<file path="src/common/irq_unit_cfg.svh">
// constants for the vectored interrupt priority unit
// assumes inclusion by the top module only
`ifndef IRQ_UNIT_CFG_SVH
`define IRQ_UNIT_CFG_SVH

// register word addresses on the plain port
`define ADDR_PRIO_A 4'h0
`define ADDR_PRIO_B 4'h1
`define ADDR_STATUS 4'h2
`define ADDR_MASK 4'h3
`define ADDR_CTRL 4'h4
`define ADDR_VECTOR 4'h5
`define ADDR_BASE_LO 4'h6

// priority field positions and reset level
`define TIMER_ONE_LSB 12
`define COMPARE_ONE_LSB 8
`define CAPTURE_ONE_LSB 4
`define EXT_ZERO_LSB 0
`define PRIO_RESET_LEVEL 3'h4
`define PRIO_A_RESET 16'h4444
`define PRIO_A_WMASK 16'h7777

// vector tables
`define PRIMARY_BASE 24'h000014
`define ALTERNATE_BASE 24'h000114
`define VECTOR_OFFSET 8'h08

// request numbers
`define REQ_EXT_ZERO 7'h00
`define REQ_CAPTURE_ONE 7'h01
`define REQ_COMPARE_ONE 7'h02
`define REQ_TIMER_ONE 7'h03
`define REQ_RESERVED_FOUR 7'h04
`define REQ_CAPTURE_TWO 7'h05
`define REQ_COMPARE_TWO 7'h06
`define REQ_TIMER_TWO 7'h07
`define REQ_TIMER_THREE 7'h08
`define REQ_SPI_FAULT 7'h09
`define REQ_SPI_DONE 7'h0a
`define REQ_ASYNC_RX 7'h0b
`define REQ_ASYNC_TX 7'h0c
`define REQ_CONV_GROUP 7'h0d
`define REQ_TWOWIRE_SLAVE 7'h10
`define REQ_TWOWIRE_MASTER 7'h11
`define REQ_COMPARATOR_ONE 7'h12
`define REQ_CHANGE_NOTIFY 7'h13
`define REQ_EXT_ONE 7'h14
`define REQ_EXT_TWO 7'h1d
`define REQ_SPECIAL_MATCH 7'h39
`define REQ_ASYNC_ERR 7'h41
`define REQ_PWM_FIRST 7'h5e
`define REQ_COMPARATOR_TWO 7'h67
`define REQ_PAIR_FIRST 7'h6e

`endif

</file>
<file path="src/common/irq_unit_pkg.sv">
// types shared by the vectored interrupt priority unit
// assumes nothing beyond a standard compiler
package irq_unit_pkg;
	typedef logic [2:0] level_t;
	typedef logic [6:0] req_num_t;
	typedef enum logic [1:0] {
		st_idle = 2'b00,
		st_present = 2'b01,
		st_wait_ack = 2'b11
	} deliver_state_t;
endpackage

</file>
<file path="src/design/irq_arbiter.sv">
// combinational arbiter over all request numbers
// assumes levels already zeroed for disabled or idle requests
`timescale 1ns/1ps
module irq_arbiter
	import irq_unit_pkg::*;
#(
	parameter int NUM_REQ = 118
) (
	input wire logic [NUM_REQ*3-1:0] i_levels,
	output logic o_found,
	output req_num_t o_req,
	output level_t o_level
);

	// strict greater keeps the lower number on ties
	always_comb begin
		o_found = 1'b0;
		o_req = 7'h00;
		o_level = 3'h0;
		for (int n = 0; n < NUM_REQ; n++) begin
			if (i_levels[n*3 +: 3] > o_level) begin
				o_found = 1'b1;
				o_req = req_num_t'(n);
				o_level = i_levels[n*3 +: 3];
			end
		end
	end
endmodule // irq_arbiter

</file>
<file path="src/design/vectored_interrupt_priority_unit.sv">
// Function
// - three-bit level, 111 highest, 001 lowest
// - level zero never presented to core
// - lower request number wins natural order
// - vector addresses base plus twice number
// - external irqs map to 0, 20, 29
// - capture/compare map to 1, 2, 5, 6
// - timers 3, 7, 8; request 4 reserved
// - serial fault 9, transfer done 10
// - async rx 11, tx 12, error 65
// - converter group 13, pairs 110 to 116
// - two-wire slave 16, master 17
// - comparators 18, 103, 104, 105
// - change notification is request 19
// - special match 57, pwm 94 to 97
// - unimplemented bits ignore writes, read zero
//
// top of the vectored interrupt unit: latches peripheral requests,
// arbitrates, presents a vector to the core until acknowledged.
// assumes request inputs synchronous to i_clk_sys, one-cycle ack.
//
// Decided for this implementation: the address-and-strobe port and the register offsets.
`timescale 1ns/1ps
`include "irq_unit_cfg.svh"
module vectored_interrupt_priority_unit
	import irq_unit_pkg::*;
#(
	parameter int NUM_REQ = 118,
	parameter level_t OTHER_LEVEL_RESET = 3'h4
) (
	input wire logic i_clk_sys,
	input wire logic i_rst,
	input wire logic [3:0] i_addr,
	input wire logic [15:0] i_wdata,
	input wire logic i_wr,
	input wire logic i_rd,
	output logic [15:0] o_rdata,
	input wire logic i_ext_irq_zero,
	input wire logic i_ext_irq_one,
	input wire logic i_ext_irq_two,
	input wire logic i_capture_one,
	input wire logic i_capture_two,
	input wire logic i_compare_one,
	input wire logic i_compare_two,
	input wire logic i_timer_one_event,
	input wire logic i_timer_two_event,
	input wire logic i_timer_three_event,
	input wire logic i_serial_periph_fault,
	input wire logic i_serial_periph_done,
	input wire logic i_async_receive_event,
	input wire logic i_async_transmit_event,
	input wire logic i_async_error_event,
	input wire logic i_conv_group_done,
	input wire logic [6:0] i_conv_pair_done,
	input wire logic i_twowire_slave_event,
	input wire logic i_twowire_master_event,
	input wire logic [3:0] i_comparator_event,
	input wire logic i_change_notify_event,
	input wire logic i_special_event_match,
	input wire logic [3:0] i_pwm_event,
	input wire logic i_alt_table_sel,
	input wire logic i_vector_ack,
	output logic o_vector_valid,
	output logic [23:0] o_vector_addr,
	output logic [7:0] o_vector_num,
	output logic [2:0] o_vector_level,
	output logic o_irq
);

	////////////////////////////////////////////////////////////////
	// request vector by number

	logic [NUM_REQ-1:0] raw_req;

	always_comb begin
		raw_req = '0;
		raw_req[`REQ_EXT_ZERO] = i_ext_irq_zero;
		raw_req[`REQ_EXT_ONE] = i_ext_irq_one;
		raw_req[`REQ_EXT_TWO] = i_ext_irq_two;
		raw_req[`REQ_CAPTURE_ONE] = i_capture_one;
		raw_req[`REQ_COMPARE_ONE] = i_compare_one;
		raw_req[`REQ_CAPTURE_TWO] = i_capture_two;
		raw_req[`REQ_COMPARE_TWO] = i_compare_two;
		raw_req[`REQ_TIMER_ONE] = i_timer_one_event;
		raw_req[`REQ_TIMER_TWO] = i_timer_two_event;
		raw_req[`REQ_TIMER_THREE] = i_timer_three_event;
		raw_req[`REQ_RESERVED_FOUR] = 1'b0;
		raw_req[`REQ_SPI_FAULT] = i_serial_periph_fault;
		raw_req[`REQ_SPI_DONE] = i_serial_periph_done;
		raw_req[`REQ_ASYNC_RX] = i_async_receive_event;
		raw_req[`REQ_ASYNC_TX] = i_async_transmit_event;
		raw_req[`REQ_ASYNC_ERR] = i_async_error_event;
		raw_req[`REQ_CONV_GROUP] = i_conv_group_done;
		for (int p = 0; p < 7; p++) begin
			raw_req[`REQ_PAIR_FIRST + p] = i_conv_pair_done[p];
		end
		raw_req[`REQ_TWOWIRE_SLAVE] = i_twowire_slave_event;
		raw_req[`REQ_TWOWIRE_MASTER] = i_twowire_master_event;
		raw_req[`REQ_COMPARATOR_ONE] = i_comparator_event[0];
		for (int c = 0; c < 3; c++) begin
			raw_req[`REQ_COMPARATOR_TWO + c] = i_comparator_event[c+1];
		end
		raw_req[`REQ_CHANGE_NOTIFY] = i_change_notify_event;
		raw_req[`REQ_SPECIAL_MATCH] = i_special_event_match;
		for (int w = 0; w < 4; w++) begin
			raw_req[`REQ_PWM_FIRST + w] = i_pwm_event[w];
		end
	end

	////////////////////////////////////////////////////////////////
	// registers

	logic [15:0] priority_control_a;
	logic [15:0] prio_b;
	logic [NUM_REQ-1:0] pending;
	logic [NUM_REQ-1:0] ack_clear;
	logic [15:0] status;
	logic [15:0] mask;
	logic enable;
	deliver_state_t state;

	always_ff @(posedge i_clk_sys) begin
		if (i_rst) begin
			priority_control_a <= `PRIO_A_RESET;
		end else if (i_wr && i_addr == `ADDR_PRIO_A) begin
			priority_control_a <= i_wdata & `PRIO_A_WMASK;
		end
	end

	// one shared level for every other source, kept small on purpose
	always_ff @(posedge i_clk_sys) begin
		if (i_rst) begin
			prio_b <= {13'h0000, OTHER_LEVEL_RESET};
		end else if (i_wr && i_addr == `ADDR_PRIO_B) begin
			prio_b <= {13'h0000, i_wdata[2:0]};
		end
	end

	always_ff @(posedge i_clk_sys) begin
		if (i_rst) begin
			mask <= 16'h0000;
			enable <= 1'b1;
		end else if (i_wr && i_addr == `ADDR_MASK) begin
			mask <= i_wdata & 16'h0003;
		end else if (i_wr && i_addr == `ADDR_CTRL) begin
			enable <= i_wdata[0];
		end
	end

	// pending latches requests in every cycle they are high; set beats the ack clear
	always_ff @(posedge i_clk_sys) begin
		if (i_rst) begin
			pending <= '0;
		end else begin
			pending <= (pending & ~ack_clear) | raw_req;
		end
	end

	////////////////////////////////////////////////////////////////
	// per-request level

	function automatic level_t level_of(input int n,
			input logic [15:0] pa, input logic [15:0] pb);
		level_t lv;
		lv = pb[2:0];
		if (n == `REQ_EXT_ZERO) lv = pa[`EXT_ZERO_LSB +: 3];
		if (n == `REQ_CAPTURE_ONE) lv = pa[`CAPTURE_ONE_LSB +: 3];
		if (n == `REQ_COMPARE_ONE) lv = pa[`COMPARE_ONE_LSB +: 3];
		if (n == `REQ_TIMER_ONE) lv = pa[`TIMER_ONE_LSB +: 3];
		return lv;
	endfunction

	logic [NUM_REQ*3-1:0] eff_levels;

	genvar g;
	generate
		for (g = 0; g < NUM_REQ; g++) begin : g_lvl
			// level zero or no request yields zero
			assign eff_levels[g*3 +: 3] = pending[g] ?
				level_of(g, priority_control_a, prio_b) : 3'h0;
		end
	endgenerate

	logic win_found;
	req_num_t win_req;
	level_t win_level;

	irq_arbiter #(
		.NUM_REQ(NUM_REQ)
	) u_arb (
		.i_levels(eff_levels),
		.o_found(win_found),
		.o_req(win_req),
		.o_level(win_level)
	);

	////////////////////////////////////////////////////////////////
	// delivery to core

	deliver_state_t next_state;
	logic [23:0] next_addr;

	// only nonzero levels reach the core
	always_comb begin
		next_state = state;
		unique case (state)
			st_idle: begin
				if (enable && win_found) next_state = st_present;
			end
			st_present: begin
				next_state = st_wait_ack;
			end
			st_wait_ack: begin
				if (i_vector_ack) next_state = st_idle;
			end
			default: next_state = st_idle;
		endcase
	end

	// table base plus twice the number
	always_comb begin
		next_addr = (i_alt_table_sel ? `ALTERNATE_BASE : `PRIMARY_BASE)
			+ {16'h0000, win_req, 1'b0};
	end

	always_ff @(posedge i_clk_sys) begin
		if (i_rst) begin
			state <= st_idle;
		end else begin
			state <= next_state;
		end
	end

	// vector is frozen while presented so the core sees a stable word
	always_ff @(posedge i_clk_sys) begin
		if (i_rst) begin
			o_vector_valid <= 1'b0;
			o_vector_addr <= 24'h000000;
			o_vector_num <= 8'h00;
			o_vector_level <= 3'h0;
		end else if (state == st_idle && enable && win_found) begin
			o_vector_valid <= 1'b1;
			o_vector_addr <= next_addr;
			o_vector_num <= {1'b0, win_req} + `VECTOR_OFFSET;
			o_vector_level <= win_level;
		end else if (state == st_wait_ack && i_vector_ack) begin
			o_vector_valid <= 1'b0;
		end
	end

	always_comb begin
		ack_clear = '0;
		if (state == st_wait_ack && i_vector_ack) begin
			ack_clear[o_vector_num[6:0] - 7'h08] = 1'b1;
		end
	end

	////////////////////////////////////////////////////////////////
	// status, interrupt, read port

	logic status_rd_clr;
	assign status_rd_clr = i_rd && i_addr == `ADDR_STATUS;

	// bit0 vector presented, bit1 vector acknowledged; set wins
	always_ff @(posedge i_clk_sys) begin
		if (i_rst) begin
			status <= 16'h0000;
		end else begin
			status <= (status_rd_clr ? 16'h0000 : status) |
				{14'h0000, state == st_wait_ack && i_vector_ack,
				state == st_idle && enable && win_found};
		end
	end

	always_ff @(posedge i_clk_sys) begin
		if (i_rst) begin
			o_irq <= 1'b0;
		end else begin
			o_irq <= |(status & mask);
		end
	end

	always_ff @(posedge i_clk_sys) begin
		if (i_rst) begin
			o_rdata <= 16'h0000;
		end else if (i_rd) begin
			unique case (i_addr)
				`ADDR_PRIO_A: o_rdata <= priority_control_a;
				`ADDR_PRIO_B: o_rdata <= prio_b;
				`ADDR_STATUS: o_rdata <= status;
				`ADDR_MASK: o_rdata <= mask;
				`ADDR_CTRL: o_rdata <= {15'h0000, enable};
				`ADDR_VECTOR: o_rdata <= {o_vector_valid, 4'h0,
					o_vector_level, o_vector_num};
				`ADDR_BASE_LO: o_rdata <= o_vector_addr[15:0];
				default: o_rdata <= 16'h0000;
			endcase
		end else begin
			o_rdata <= 16'h0000;
		end
	end
endmodule // vectored_interrupt_priority_unit

</file>
<file path="config.mk">
export PLATFORM = sky130hd
export DESIGN_NAME = vectored_interrupt_priority_unit
export DESIGN_NICKNAME = d
export VERILOG_FILES = /design/src/common/irq_unit_pkg.sv /design/src/design/irq_arbiter.sv /design/src/design/vectored_interrupt_priority_unit.sv
export VERILOG_INCLUDE_DIRS = /design/src /design/src/common
export SDC_FILE = /design/constraint.sdc
export NUM_CORES = 1
export LEC_CHECK = 0
export BUFFER_PORTS_ARGS = -buffer_cell sky130_fd_sc_hd__buf_2
export CAP_MARGIN = 30
export CORE_ASPECT_RATIO = 1.5
export CORE_MARGIN = 2
export CORE_UTILIZATION = 28
export DETAILED_ROUTE_END_ITERATION = 16
export PLACE_DENSITY = 0.43
export RECOVER_POWER = 25
export SLEW_MARGIN = 20
export SYNTH_ARGS = -nofsm -noshare
export SYNTH_HDL_FRONTEND = slang
export SYNTH_HIERARCHICAL = 1
export SYNTH_SLANG_ARGS = --single-unit
</file>
<file path="constraint.sdc">
create_clock -name i_clk_sys -period 268.3 [get_ports i_clk_sys]
set_input_delay 26.83 -clock i_clk_sys [delete_from_list [all_inputs] [get_ports i_clk_sys]]
set_output_delay 26.83 -clock i_clk_sys [all_outputs]
set_load 0.005 [all_outputs]
</file>
Word-level counts from Yosys, hierarchy flattened --
Cells that the tools add are included.
Word-level totals: output and inout port bits 53, memories 0, bits in latches 0, memory bits (read-only) 0, flip-flop bits (word level) 207, bits in writable memories 0, logic and storage cells 652
Cells by class: divide/modulo/power cells 0, order comparisons 120, reductions and logical operators 17, add/sub/neg operators 3, bitwise logic cells 7, multipliers 0, shift operators 0, muxes and demuxes 482, equality and inequality tests 10
Operators by type and width (count):
- $mux W3 | 240
- $mux W7 | 54
- $gt A3 B3 Y1 | 117
- $mux W6 | 32
- $mux W1 | 122
- $and A118 B118 Y118 | 1
- $mux W118 | 1
- $not A118 Y118 | 1
- $or A118 B117 Y118 | 1
- $pmux W16 S7 | 1
- $mux W5 | 16
- $mux W4 | 8
- $and A16 B2 Y16 | 1
- $mux W16 | 1
- $or A16 B2 Y16 | 1
- $reduce_or A16 Y1 | 1
- $eq A4 B3 Y1 const B | 3
- $add A9 B8 Y10 | 1
- $logic_and A1 B1 Y1 | 10
- $mux W9 | 1
- $add A7 B4 Y8 const B | 1
- $eq A4 B2 Y1 const B | 2
- $lt A7 B8 Y1 const B | 1
- $mux W2 | 4
- other kinds (15) | 18

Longest topological paths before layout --
Gate-level depths: netlist (run 1).
word-level depth 240, mapped depth 808

By module --
The synthesis (run 1) kept the hierarchy.
Modules (own cells, without submodules):
- irq_arbiter | area an instance 17663.2 um^2, instances 1, cells an instance 2628
- vectored_interrupt_priority_unit | area an instance 9021.2 um^2, instances 1, cells an instance 1152

Least setup slack after synthesis (run 1) --
No wires, ideal clock.
kind reg-to-reg, start point register pending[0], end point register o_vector_addr[9], library setup time 0.070 ns, required time 268.230 ns, data arrival time 143.735 ns, path buffers 16, stages on the path, launching flop included 729, setup slack 124.495 ns, cell sequence dfxtp_1 and2_1 inv_1 ha_1 nand3_1 a311o_1 nor3_2 inv_1 ha_1 nor2b_1 o21a_1 a211oi_1 or2_2 ha_1 nand3b_1 a32oi_1 mux2i_1 a21oi_1 (+693 left out) nand2b_1 nand2_1 nor2_1 a21o_1 ha_1 nor2b_1 o21ai_0 inv_1 o21ai_1 and2_1 clkbuf_1 o311ai_0 or3_1 nor2_1 a221o_1 a21oi_1 or4_1 a21oi_1
On the way: longest elaborated chain between the ends 238, elaborated cells between the ends (all ways) 473
Ends and longest elaborated chain:
- start: declaration | line vectored_interrupt_priority_unit.sv:115 | logic [NUM_REQ-1:0] pending;
- start signal: assignment | line vectored_interrupt_priority_unit.sv:155 | pending <= (pending & ~ack_clear) | raw_req;
- $mux W3 (*) | line vectored_interrupt_priority_unit.sv:179 | assign eff_levels[g*3 +: 3] = pending[g] ?
- named net eff_levels[2] | line vectored_interrupt_priority_unit.sv:173 | logic [NUM_REQ*3-1:0] eff_levels;
- $gt A3 B1 Y1 | line irq_arbiter.sv:21 | if (i_levels[n*3 +: 3] > o_level) begin
- $mux W3 (*) | line irq_arbiter.sv:21
- $gt A3 B3 Y1 | line irq_arbiter.sv:21
- $mux W3 (*) | line irq_arbiter.sv:21
- $gt A3 B3 Y1 | line irq_arbiter.sv:21
- $mux W3 | line irq_arbiter.sv:21
- (+224 left out)
- $gt A3 B3 Y1 | line irq_arbiter.sv:21
- $mux W3 | line irq_arbiter.sv:21
- $gt A3 B3 Y1 | line irq_arbiter.sv:21
- $mux W3 | line irq_arbiter.sv:21
- $gt A3 B3 Y1 | line irq_arbiter.sv:21
- $mux W7 (*) | line irq_arbiter.sv:21
- named net win_req[1] | line vectored_interrupt_priority_unit.sv:185 | req_num_t win_req;
- $add A9 B8 Y10 (*) | line vectored_interrupt_priority_unit.sv:222 | next_addr = (i_alt_table_sel ? `ALTERNATE_BASE : `PRIMARY_BASE)
- end signal: assignment | line vectored_interrupt_priority_unit.sv:243 | o_vector_addr <= next_addr;
- end: declaration | line vectored_interrupt_priority_unit.sv:64 | output logic [23:0] o_vector_addr,
Mark *: on every way through the listed nets, which the timed path passes. The rest lies on a longest branch. A chain may end at the register's enable or synchronous reset.

==> results.md, run 1 <==
- Pre-CTS WS: 93.84 ns
- Failing checks: max-capacitance violations, max-slew violations
- Final setup fails: 0
- Max Cap Violations: 2
- Slowest stage cell, crit path: a2111oi_1
- Reg clk slew, reported paths: 0.09 ns
- GRT Resource Usage Total: 20.53%
- CP Launch Type: register
- Hpwl dp: 81.27 mm
- Slack of the critical path: 92.30 ns
- Slew Viols, Final: 116
- Top cells by area, synth: ha_1 17%, dfxtp_1 13%, and2_1 9.3%
- Max_slew headroom: -161.4%
- PortBufs: 93
- Setup TNS Final: 0 ns
- Fin nets: 4235
- R2r endpoint: o_vector_num[3]
- Io pins: 114
- CTS tree: yes
- Remaining DRCs: 0
- CP most frequent cell: ha_1
- Pin count of the biggest net entering global routing: 67
- Vias in the first global route: 27120
- Site row count: 138
- Routed vias/inst: 5.334
- Syn avg cell area: 7.059 um2
- Post-cts resize count: 0
- Antenna fix cells: 0
- Max FO, Critical Path: 25
- Post-CTS Setup Bufs: 0
- Worst slew pin tran: 3.921 ns
- Crit path kind: reg2reg
- CTS Buffer Depth: 2
- Core ar.: 94450 um2
- Total wire length: 102.0 mm
- Sinks on Clock Net: 176
- Area occupied by multi-input gates: 21640 um2
- Initial core utilization: 28.25%
- Async SR Flop Fraction: 0%
- H-tree levels: 4
- Routed len/inst: 20.02 um
- Commonest cells post-synth: 395 x and2_1, 386 x nand2_1, 354 x ha_1
- Crit path arrival time: 176.21 ns
- Antenna violations before repair: 0
- RR Startpoint: pending[0]
- Register-to-Register Path Depth: 731
- Fin crit share: 65.60%
- Post-DRT Antenna Nets: 0
- Synth Flop Type: dfxtp_1
- Achievable frequency: 5.682 MHz
- Reg2reg setup slack: 92.30 ns
- Synth warnings: 6
- Post-synthesis cell type count: 110
- First-pass GRT wire length: 157.1 mm
- Status: finished, violations left
- Sink of the worst hold path: pending[72]
- Sequential element share of the synthesized area: 13.20%
- Iteration-0 DRC Markers: 1460
- Hold Path Class: reg2reg
- RSZ-0062 raised after global routing: no
- Number of synthesized register bits: 176
- Cts bufs inserted: 17
- Hold Crit Depth: 2
- Crit end category: register
- Hold Crit Start: pending[72]
- GP Congestion: 0.8680
- CP required: 268.51 ns
- Hold Buf Count CTS: 0
- Die Y: 382.1 um
- Top cell type's share of synthesized area: 16.60%
- Syn Inst Count: 3780
- GRT overflow: 0
- Reg area: 3535 um2
- Min Tclk post-route: 176.00 ns
- Crit path launch: pending[0]
- Fraction of layout cells with a size suffix above 1: 8.140%
- Filler cells: 10470
- Worst Skew: 0.01774 ns
- Synth Cell Area: 26680 um2
- Chip Width: 256.1 um
- Die Footprint: 97840 um2
- Count leader, synth: and2_1
- TritonRoute pass-1 iters: 5
- Post-synth EDFFs: 0
- Root buffer cell: clkbuf_16
- Hold violation total from the final report: 0
- Synth area leader: ha_1
- CP max stage delay: 1.00 ns
- Via count: 27170
- Clk_lat worst skew: 0.52 ns
- P&R area growth vs syn: 9.359%
[routing by layer]
metal	track usage, %	vias up	routed length [um]
met5	0	-	0
met1	22.69	12920	41800
met3	1.927	108	2179
met2	40.36	403	54800
li1	-	13740	-
met4	6.833	0	3168
[cells by family after synthesis]
kind of cell             count (synthesis)  share of synthesized area [%]
other                                    1                        0.01405
buffers and inverters                  406                          6.124
AND/OR/NAND/NOR                       1615                          31.61
multiplexers                           115                          4.604
flip-flops                             176                          13.20
adder cells (fa/ha/maj)                354                          16.60
XOR/XNOR                                 5                         0.1641
AO/OA/AOI/OAI                         1108                          27.68
[worst max-delay path: cells and delay by family (launching register included)]
kind            cells  cell delay (ns)
flops               1             0.45
fa+ha+maj         131            35.50
compound gates    323            92.06
mux                37            13.17
simple gates      275            48.71
buf+inv            65             6.40
[per-stage QoR]
stage / cell area, um2 / instances / util, % / hold WS, ns
final: 29180 / 5093 / 30.90 / 0.4534
after global routing: 29180 / 5093 / 30.90 / 0.4766
after CTS: 29170 / 5090 / 30.89 / 0.4561
after detailed placement: 28550 / 5058 / 30.23 / 0.4433
after global placement: 28500 / 5052 / 30.18 / 0.4355
after floorplan: 26740 / 3795 / - / 0.4242
[sequential cells by signal (all words and copies together) (netlist names)]
signal	flops
enable	1
mask	2
o_irq	1
o_rdata	15
o_vector_addr	8
o_vector_level	3
o_vector_num	8
o_vector_valid	1
pending	118
prio_b	3
priority_control_a	12
state	2
status	2
[layout by cell type (no fill, tap or decap), drive strengths merged, types with 10 or more instances in the layout]
cell / count
a211o: 18
or3: 20
nor4: 25
a32oi: 34
o211ai: 23
nor3b: 11
buf: 126
a21oi: 356
mux2i: 62
o21a: 73
nor2b: 65
a21o: 63
a22oi: 15
o211a: 11
ha: 354
a31o: 10
and3: 32
a211oi: 70
nand2b: 50
a31oi: 44
nand3b: 49
nor2: 304
and2: 397
nand4: 13
nor3: 73
conb: 16
nand3: 120
dfxtp: 176
mux2: 52
inv: 289
o221ai: 10
clkbuf: 23
or2: 29
nand2: 387
a2111oi: 12
a311oi: 15
o31ai: 17
a21bo: 10
a21boi: 35
o21ai: 185
[area by class of cell]
type | instances | area share [%]
Sequential cell | 176 | 12.11
Tap cell | 1260 | 5.402
Clock inverter | 15 | 0.6732
Timing Repair Buffer | 132 | 2.577
Multi-Input combinational cell | 3213 | 74.17
Clock buffer | 17 | 1.458
Inverter | 280 | 3.606
[worst max path at each step]
stage | slack [ns] | cells after the start | endpoint
2_1_floorplan | 124.50 | 1109 | o_vector_addr[9]
5_1_grt | 76.75 | 830 | o_vector_num[3]
4_1_cts | 93.19 | 871 | o_vector_addr[9]
3_5_place_dp | 93.84 | 886 | o_vector_addr[9]
3_3_place_gp | 93.30 | 1110 | o_vector_addr[9]
6_report | 92.30 | 831 | o_vector_num[3]
Power of run 1 is not shown: default switching activity piles up to over one toggle a cycle in this logic, so the estimate is an artifact.
==> inputs of run 2 (changes only) <==
--- a/config.mk
+++ b/config.mk
@@ -6,13 +6,14 @@
 export SDC_FILE = /design/constraint.sdc
 export NUM_CORES = 1
 export LEC_CHECK = 0
+export ABC_AREA = 1
 export BUFFER_PORTS_ARGS = -buffer_cell sky130_fd_sc_hd__buf_2
 export CAP_MARGIN = 30
 export CORE_ASPECT_RATIO = 1.5
 export CORE_MARGIN = 2
 export CORE_UTILIZATION = 28
 export DETAILED_ROUTE_END_ITERATION = 16
-export PLACE_DENSITY = 0.43
+export PLACE_DENSITY = 0.45
 export RECOVER_POWER = 25
 export SLEW_MARGIN = 20
 export SYNTH_ARGS = -nofsm -noshare
==> constraint.sdc (replaced) <==
create_clock -name i_clk_sys -period 141.9 [get_ports i_clk_sys]
set_input_delay 14.19 -clock i_clk_sys [delete_from_list [all_inputs] [get_ports i_clk_sys]]
set_output_delay 14.19 -clock i_clk_sys [all_outputs]
set_load 0.005 [all_outputs]
==> run 2 against run 1 <==
Effect of this change: the run still ends with max-capacitance violations, max-slew violations left; synthesized cell count increased by 14%; largest cell class unchanged; via count decreased by 4.9%; non-clock buffer count is 20 higher; die area fell by 4.7%; sequential share of layout area about the same; global-route usage decreased by 2.4 points; first-iteration DRC count is 36% lower; worst hold slack gained 0.022 ns; critical path depth decreased by 32; critical endpoint is now o_vector_num[1]; fmax rose by 35%; worst setup slack got worse by 81 ns.
==> results.md, run 2 <==
- Vias in the first global route: 25700 (-5.2%)
- Hold Buf Count CTS: 0 (unchanged)
- Synth warnings: 6 (unchanged)
- Hold violation total from the final report: 0 (unchanged)
- Sink of the worst hold path: pending[21]
- GRT overflow: 0 (unchanged)
- CTS tree: yes
- Crit end category: register
- Commonest cells post-synth: 1324 x nand2_1, 945 x inv_1, 354 x ha_1
- GP Congestion: 0.8536 (-1.7%)
- Hpwl dp: 68.53 mm (-16%)
- Cts bufs inserted: 17 (unchanged)
- TritonRoute pass-1 iters: 5 (unchanged)
- Hold Crit Depth: 2 (unchanged)
- Fin crit share: 92.17% (+27 points)
- Async SR Flop Fraction: 0% (unchanged)
- GRT Resource Usage Total: 18.18% (-2.4 points)
- Status: finished, violations left
- Fraction of layout cells with a size suffix above 1: 15.70% (+7.6 points)
- Routed vias/inst: 4.638 (-13%)
- Site row count: 135 (-2.2%)
- Sequential element share of the synthesized area: 13.86% (+0.66 points)
- Count leader, synth: nand2_1
- Initial core utilization: 28.18% (-0.069 points)
- Clk_lat worst skew: 0.50 ns (-0.02 ns)
- Chip Width: 250.0 um (-2.4%)
- P&R area growth vs syn: 15.33%
- Routed len/inst: 15.63 um (-22%)
- CP Launch Type: register
- Antenna fix cells: 0 (unchanged)
- Number of synthesized register bits: 176 (unchanged)
- Slowest stage cell, crit path: dfxtp_2
- Post-synthesis cell type count: 50 (-55%)
- Reg2reg setup slack: 11.11 ns (-81.19 ns)
- Max FO, Critical Path: 6 (-76%)
- PortBufs: 93 (unchanged)
- H-tree levels: 4 (unchanged)
- Crit path arrival time: 131.18 ns (-45.03 ns)
- Total wire length: 87.09 mm (-15%)
- CP most frequent cell: nand2_1
- Register-to-Register Path Depth: 993 (+36%)
- Met3 Use GR: 1.848% (-0.079 points)
- Antenna violations before repair: 3 (+3)
- Remaining DRCs: 0 (unchanged)
- Failing checks: max-capacitance violations, max-slew violations
- Top Registers: pending x118, o_rdata x15, priority_control_a x12
- Crit path kind: reg2reg
- Leading cell type in the layout, fill and taps excluded: nand2_1
- Core ar.: 90200 um2 (-4.5%)
- Hold Crit Start: pending[21]
- Synth Flop Type: dfxtp_1
- R2r endpoint: o_vector_num[1]
- Max Cap Violations: 2 (unchanged)
- Filler cells: 10340 (-1.2%)
- RR Startpoint: pending[0]
- Root buffer cell: clkbuf_16
- Reg clk slew, reported paths: 0.08 ns (about the same)
- CTS Buffer Depth: 2 (unchanged)
- M2 GR Usage: 36.65% (-3.7 points)
- Post-DRT Antenna Nets: 0 (unchanged)
- Post-synth EDFFs: 0 (unchanged)
- Top cells by area, synth: nand2_1 20%, ha_1 17%, inv_1 14%
- Synth Cell Area: 25420 um2 (-4.7%)
- CP max stage delay: 0.36 ns (-0.64 ns)
- Fin nets: 4810 (+14%)
- Min Tclk post-route: 130.79 ns (-45.21 ns)
- Iteration-0 DRC Markers: 941 (-36%)
- Worst slew pin tran: 2.032 ns (-1.889 ns)
- M1 GR Usage: 19.05% (-3.6 points)
- CP required: 142.29 ns (-126.22 ns)
- Pin count of the biggest net entering global routing: 60 (-10%)
- Slew Viols, Final: 18 (-84%)
- Fin area: 29320 um2 (+0.47%)
- Most frequent cells in the layout: 1323 x nand2_1, 918 x inv_1, 326 x ha_1
- Largest register by flop count: pending
- Max_slew headroom: -35.97% (+130 points)
- Final setup fails: 0 (unchanged)
- Syn avg cell area: 5.918 um2 (-16%)
- Die Footprint: 93270 um2 (-4.7%)
- Io pins: 114 (unchanged)
- Top cell type's share of synthesized area: 19.55% (+3.0 points)
- Via count: 25840 (-4.9%)
- Syn Inst Count: 4296 (+14%)
- Max reg flops: 118 (unchanged)
- Sinks on Clock Net: 176 (unchanged)
- Worst Skew: 0.01263 ns (-0.005110 ns)
- Achievable frequency: 7.646 MHz (+35%)
- Hold Path Class: reg2reg
- Die Y: 373.0 um (-2.4%)
- First-pass GRT wire length: 133.3 mm (-15%)
- Dpl cell area: 27140 um2 (-4.9%)
- Synth area leader: nand2_1
- GRT busiest layer: met2
- Fin Hold WS: 0.4758 ns (+0.02243 ns)
## run 2: cell count changes after synthesis, moves of 65 or more
| cell | delta |
|---|---|
| nand2_1 | +938 |
| inv_1 | +667 |
| and2_1 | -350 |
| a21oi_1 | -194 |
| a31oi_1 | +177 |
| nand3_1 | +154 |
| nor2_1 | -147 |
| nand3_2 | +133 |
| o21ai_0 | -98 |
| or2_2 | +88 |
| o21a_1 | -72 |
| a211oi_1 | -68 |
| nor2b_1 | -65 |
## run 2: worst max-delay path: cells and delay by family (launching register included)
kind / cells / cell delay, ns
and+or+nand+nor: 300 / 35.58
adders and majority gates: 94 / 25.17
DFF: 1 / 0.36
buffers and inverters: 224 / 20.49
AOI/OAI and AO/OA: 181 / 23.41
## run 2: routing by layer
layer	vias up	wire length (um)	share of wire [%]
li1	13620	-	-
met1	11830	34380	39
met2	298	47540	55
met3	100	1932	2.2
met4	2	3215	3.7
met5	-	13	0.015
## run 2: through the flow
stage / util, % / worst slack (ns) / setup TNS [ns] / std cells
floorplan: - / 21.61 / 0 / 4311
global placement: 30.05 / 2.943 / 0 / 5496
detailed placement: 30.08 / 3.149 / 0 / 5498
CTS: 30.74 / 2.663 / 0 / 5530
global route: 32.50 / -0.8249 / -15.71 / 5572
finish: 32.50 / 11.11 / 0 / 5572
## run 2: final cells by class
class / instances / area, um2 / area share (%)
clock buffer: 19 / 442.9 / 1.511
tap: 1164 / 1456 / 4.968
clock inverter: 13 / 145.1 / 0.4950
multi-input combinational: 3022 / 18680 / 63.73
sequential: 176 / 3538 / 12.07
timing repair buffer: 152 / 904.6 / 3.086
inverter: 1026 / 4146 / 14.14
## run 2: what timing repair did
action,4_1_cts,5_1_grt
setup buffers,0,40
gates resized for setup,0,212
endpoints found under the setup margin,0,22
## run 2: worst max path at each step
stage | end | startpoint | depth (start not counted)
floorplan | o_vector_addr[8] | pending[0] | 1114
global placement | o_vector_addr[8] | priority_control_a[2] | 1114
detailed placement | o_vector_addr[8] | priority_control_a[2] | 823
CTS | o_vector_addr[8] | priority_control_a[2] | 809
global route | o_vector_addr[5] | pending[0] | 796
finish | o_vector_num[1] | pending[0] | 799
## run 2: cell families after synthesis
kind of cell / share of synthesized area, %
and+or+nand+nor: 38.91
buffers and inverters: 18.05
AOI/OAI and AO/OA: 11.57
adders and majority gates: 17.42
DFF: 13.86
xor gates and xnor gates: 0.1723
other: 0.01475
Power of run 2 is left out for the same reason.
==> inputs of run 3 (changes only) <==
--- a/config.mk
+++ b/config.mk
@@ -13,6 +13,7 @@
 export CORE_MARGIN = 2
 export CORE_UTILIZATION = 28
 export DETAILED_ROUTE_END_ITERATION = 16
+export GPL_TIMING_DRIVEN = 0
 export PLACE_DENSITY = 0.45
 export RECOVER_POWER = 25
 export SLEW_MARGIN = 20
==> run 3 against run 2 <==
Effect of this change: the run still ends with max-capacitance violations, max-slew violations left; cell count up 1.5%; worst setup slack improved by 0.73 ns; non-clock buffer count grew 83; worst hold slack improved by 0.0016 ns; sequential share of layout area decreased by 0.21 points; wire length grew 1.2%; global-route usage increased by 0.23 points; design area increased by 1.4%; critical path depth fell by 6; critical endpoint is now o_vector_addr[9]; largest cell class unchanged.
==> results.md, run 3 (synthesis gave the netlist of run 2 again) <==
- Status: finished, violations left
- Failing checks: max-capacitance violations, max-slew violations
- Fin area: 29730 um2 (+1.4%)
- CTS Buffer Depth: 2 (unchanged)
- Dpl cell area: 27450 um2 (+1.2%)
- Leading cell type in the layout, fill and taps excluded: nand2_1
- Filler cells: 10280 (-0.63%)
- Core ar.: 90200 um2 (unchanged)
- Top Registers: pending x118, o_rdata x15, priority_control_a x12
- Min Tclk post-route: 130.06 ns (-0.7295 ns)
- Remaining DRCs: 0 (unchanged)
- TritonRoute pass-1 iters: 5 (unchanged)
- Post-DRT Antenna Nets: 0 (unchanged)
- Reg2reg setup slack: 11.84 ns (+0.73 ns)
- Fin Hold WS: 0.4774 ns (+0.001579 ns)
- Initial core utilization: 28.18% (unchanged)
- Most frequent cells in the layout: 1324 x nand2_1, 919 x inv_1, 321 x ha_1
- Worst slew pin tran: 2.001 ns (-0.03080 ns)
- Site row count: 135 (unchanged)
- CP max stage delay: 0.36 ns (about the same)
- Crit end category: register
- Iteration-0 DRC Markers: 1156 (+23%)
- Largest register by flop count: pending
- RR Startpoint: priority_control_a[1]
- GRT Resource Usage Total: 18.41% (+0.23 points)
- Slowest stage cell, crit path: dfxtp_2
- CP required: 142.24 ns (-0.05 ns)
- Hold Crit Start: pending[100]
- Sinks on Clock Net: 176 (unchanged)
- Hold violation total from the final report: 0 (unchanged)
- Routed len/inst: 15.59 um (-0.29%)
- CP top delay family: simple AND/OR/NAND/NOR gates
- Sink of the worst hold path: pending[100]
- Total wire length: 88.12 mm (+1.2%)
- Reg area: 3526 um2 (-0.35%)
- Via count: 26160 (+1.2%)
- Max FO, Critical Path: 10 (+4)
- CP Launch Type: register
- Final setup fails: 0 (unchanged)
- Crit path arrival time: 130.40 ns (-0.78 ns)
- PortBufs: 92 (-1.1%)
- Root buffer cell: clkbuf_16
- Routed vias/inst: 4.626 (-0.26%)
- Clk_lat worst skew: 0.48 ns (-0.02 ns)
- Hpwl dp: 72.81 mm (+6.3%)
- Slew Viols, Final: 35 (+17)
- Worst Skew: 0.01493 ns (+0.002298 ns)
- Pin count of the biggest net entering global routing: 19 (-68%)
- CP Buf/Inv Count: 223 (-0.45%)
- R2r endpoint: o_vector_addr[9]
- GRT overflow: 0 (unchanged)
- Register-to-Register Path Depth: 992 (-0.10%)
- Reg clk slew, reported paths: 0.08 ns (about the same)
- Fin nets: 4891 (+1.7%)
- Crit path kind: reg2reg
- CP most frequent cell: nand2_1
- Fin crit share: 91.66% (-0.51 points)
- Die Y: 373.0 um (unchanged)
- Io pins: 114 (unchanged)
- Chip Width: 250.0 um (unchanged)
- Area occupied by multi-input gates: 18710 um2 (+0.15%)
- Max Cap Violations: 4 (+2)
- Hold Crit Depth: 2 (unchanged)
- Die Footprint: 93270 um2 (unchanged)
- P&R area growth vs syn: 16.95%
- GP Congestion: 0.8643 (+1.3%)
- Cts bufs inserted: 17 (unchanged)
- Max reg flops: 118 (unchanged)
- CTS tree: yes
- Fraction of layout cells with a size suffix above 1: 16.02% (+0.32 points)
- H-tree levels: 4 (unchanged)
- First-pass GRT wire length: 135.0 mm (+1.2%)
- Max_slew headroom: -33.91% (+2.1 points)
- Critical Path Stages: 793 (-0.75%)
- Antenna violations before repair: 1 (-2)
- Hold Path Class: reg2reg
- Vias in the first global route: 25820 (+0.47%)
- Hold Buf Count CTS: 0 (unchanged)
- Achievable frequency: 7.689 MHz (+0.56%)
## run 3: cell count changes in the layout (fill, tap and decap cells not counted), sizes merged
| cell | previous run | this run |
|---|---|---|
| buf | 145 | 184 |
| bufinv | 20 | 19 |
| clkbuf | 26 | 69 |
| clkinv | 8 | 10 |
| clkinvlp | 2 | 3 |
| diode | 0 | 1 |
| inv | 1009 | 1008 |
| nand2 | 1339 | 1337 |
## run 3: metal layers
metal / global-route usage, % / share of wire [%] / vias to the layer above
li1: - / - / 13780
met1: 19.08 / 39 / 11950
met2: 37.22 / 54 / 316
met3: 1.534 / 2.0 / 118
met4: 7.457 / 4.4 / 0
met5: 0 / 0 / -
## run 3: area by class of cell
| class | count | area share, % |
|---|---|---|
| Inverter | 1026 | 13.94 |
| Clock buffer | 18 | 1.477 |
| Sequential cell | 176 | 11.86 |
| Timing Repair Buffer | 146 | 2.858 |
| Tap cell | 1164 | 4.899 |
| Buffer | 89 | 1.536 |
| Clock inverter | 14 | 0.4798 |
| Antenna cell | 1 | 0.008417 |
| Multi-Input combinational cell | 3020 | 62.94 |
## run 3: what timing repair did
item / 4_1_cts / 5_1_grt
resized for setup: 0 / 213
buffers inserted: 0 / 50
setup endpoints to repair: 0 / 22
hold endpoints to repair: 0 / 0
## run 3: through the flow
stage	setup WS (ns)	util, %	cells	setup TNS [ns]
final	11.84	32.96	5654	0
after global routing	-0.6208	32.96	5653	-12.12
after CTS	2.681	31.08	5603	0
after detailed placement	3.136	30.43	5571	0
after global placement	3.142	30.37	5567	0
after floorplan	21.61	-	4311	0
## run 3: worst max path at each step
| stage | startpoint | endpoint | slack, ns |
|---|---|---|---|
| detailed placement | priority_control_a[1] | o_vector_num[0] | 3.14 |
| finish | priority_control_a[1] | o_vector_addr[9] | 11.84 |
| floorplan | pending[0] | o_vector_addr[8] | 21.61 |
| CTS | pending[1] | o_vector_num[0] | 2.68 |
| global route | priority_control_a[1] | o_vector_num[1] | -0.62 |
| global placement | priority_control_a[1] | o_vector_num[0] | 3.14 |
## run 3: tightest hold or removal path, cell delays in order (launching register included)
cell and delay (ns):
dfxtp_1 0.34, nand2_1 0.07, a21oi_1 0.03
Power of run 3 is left out for the same reason.
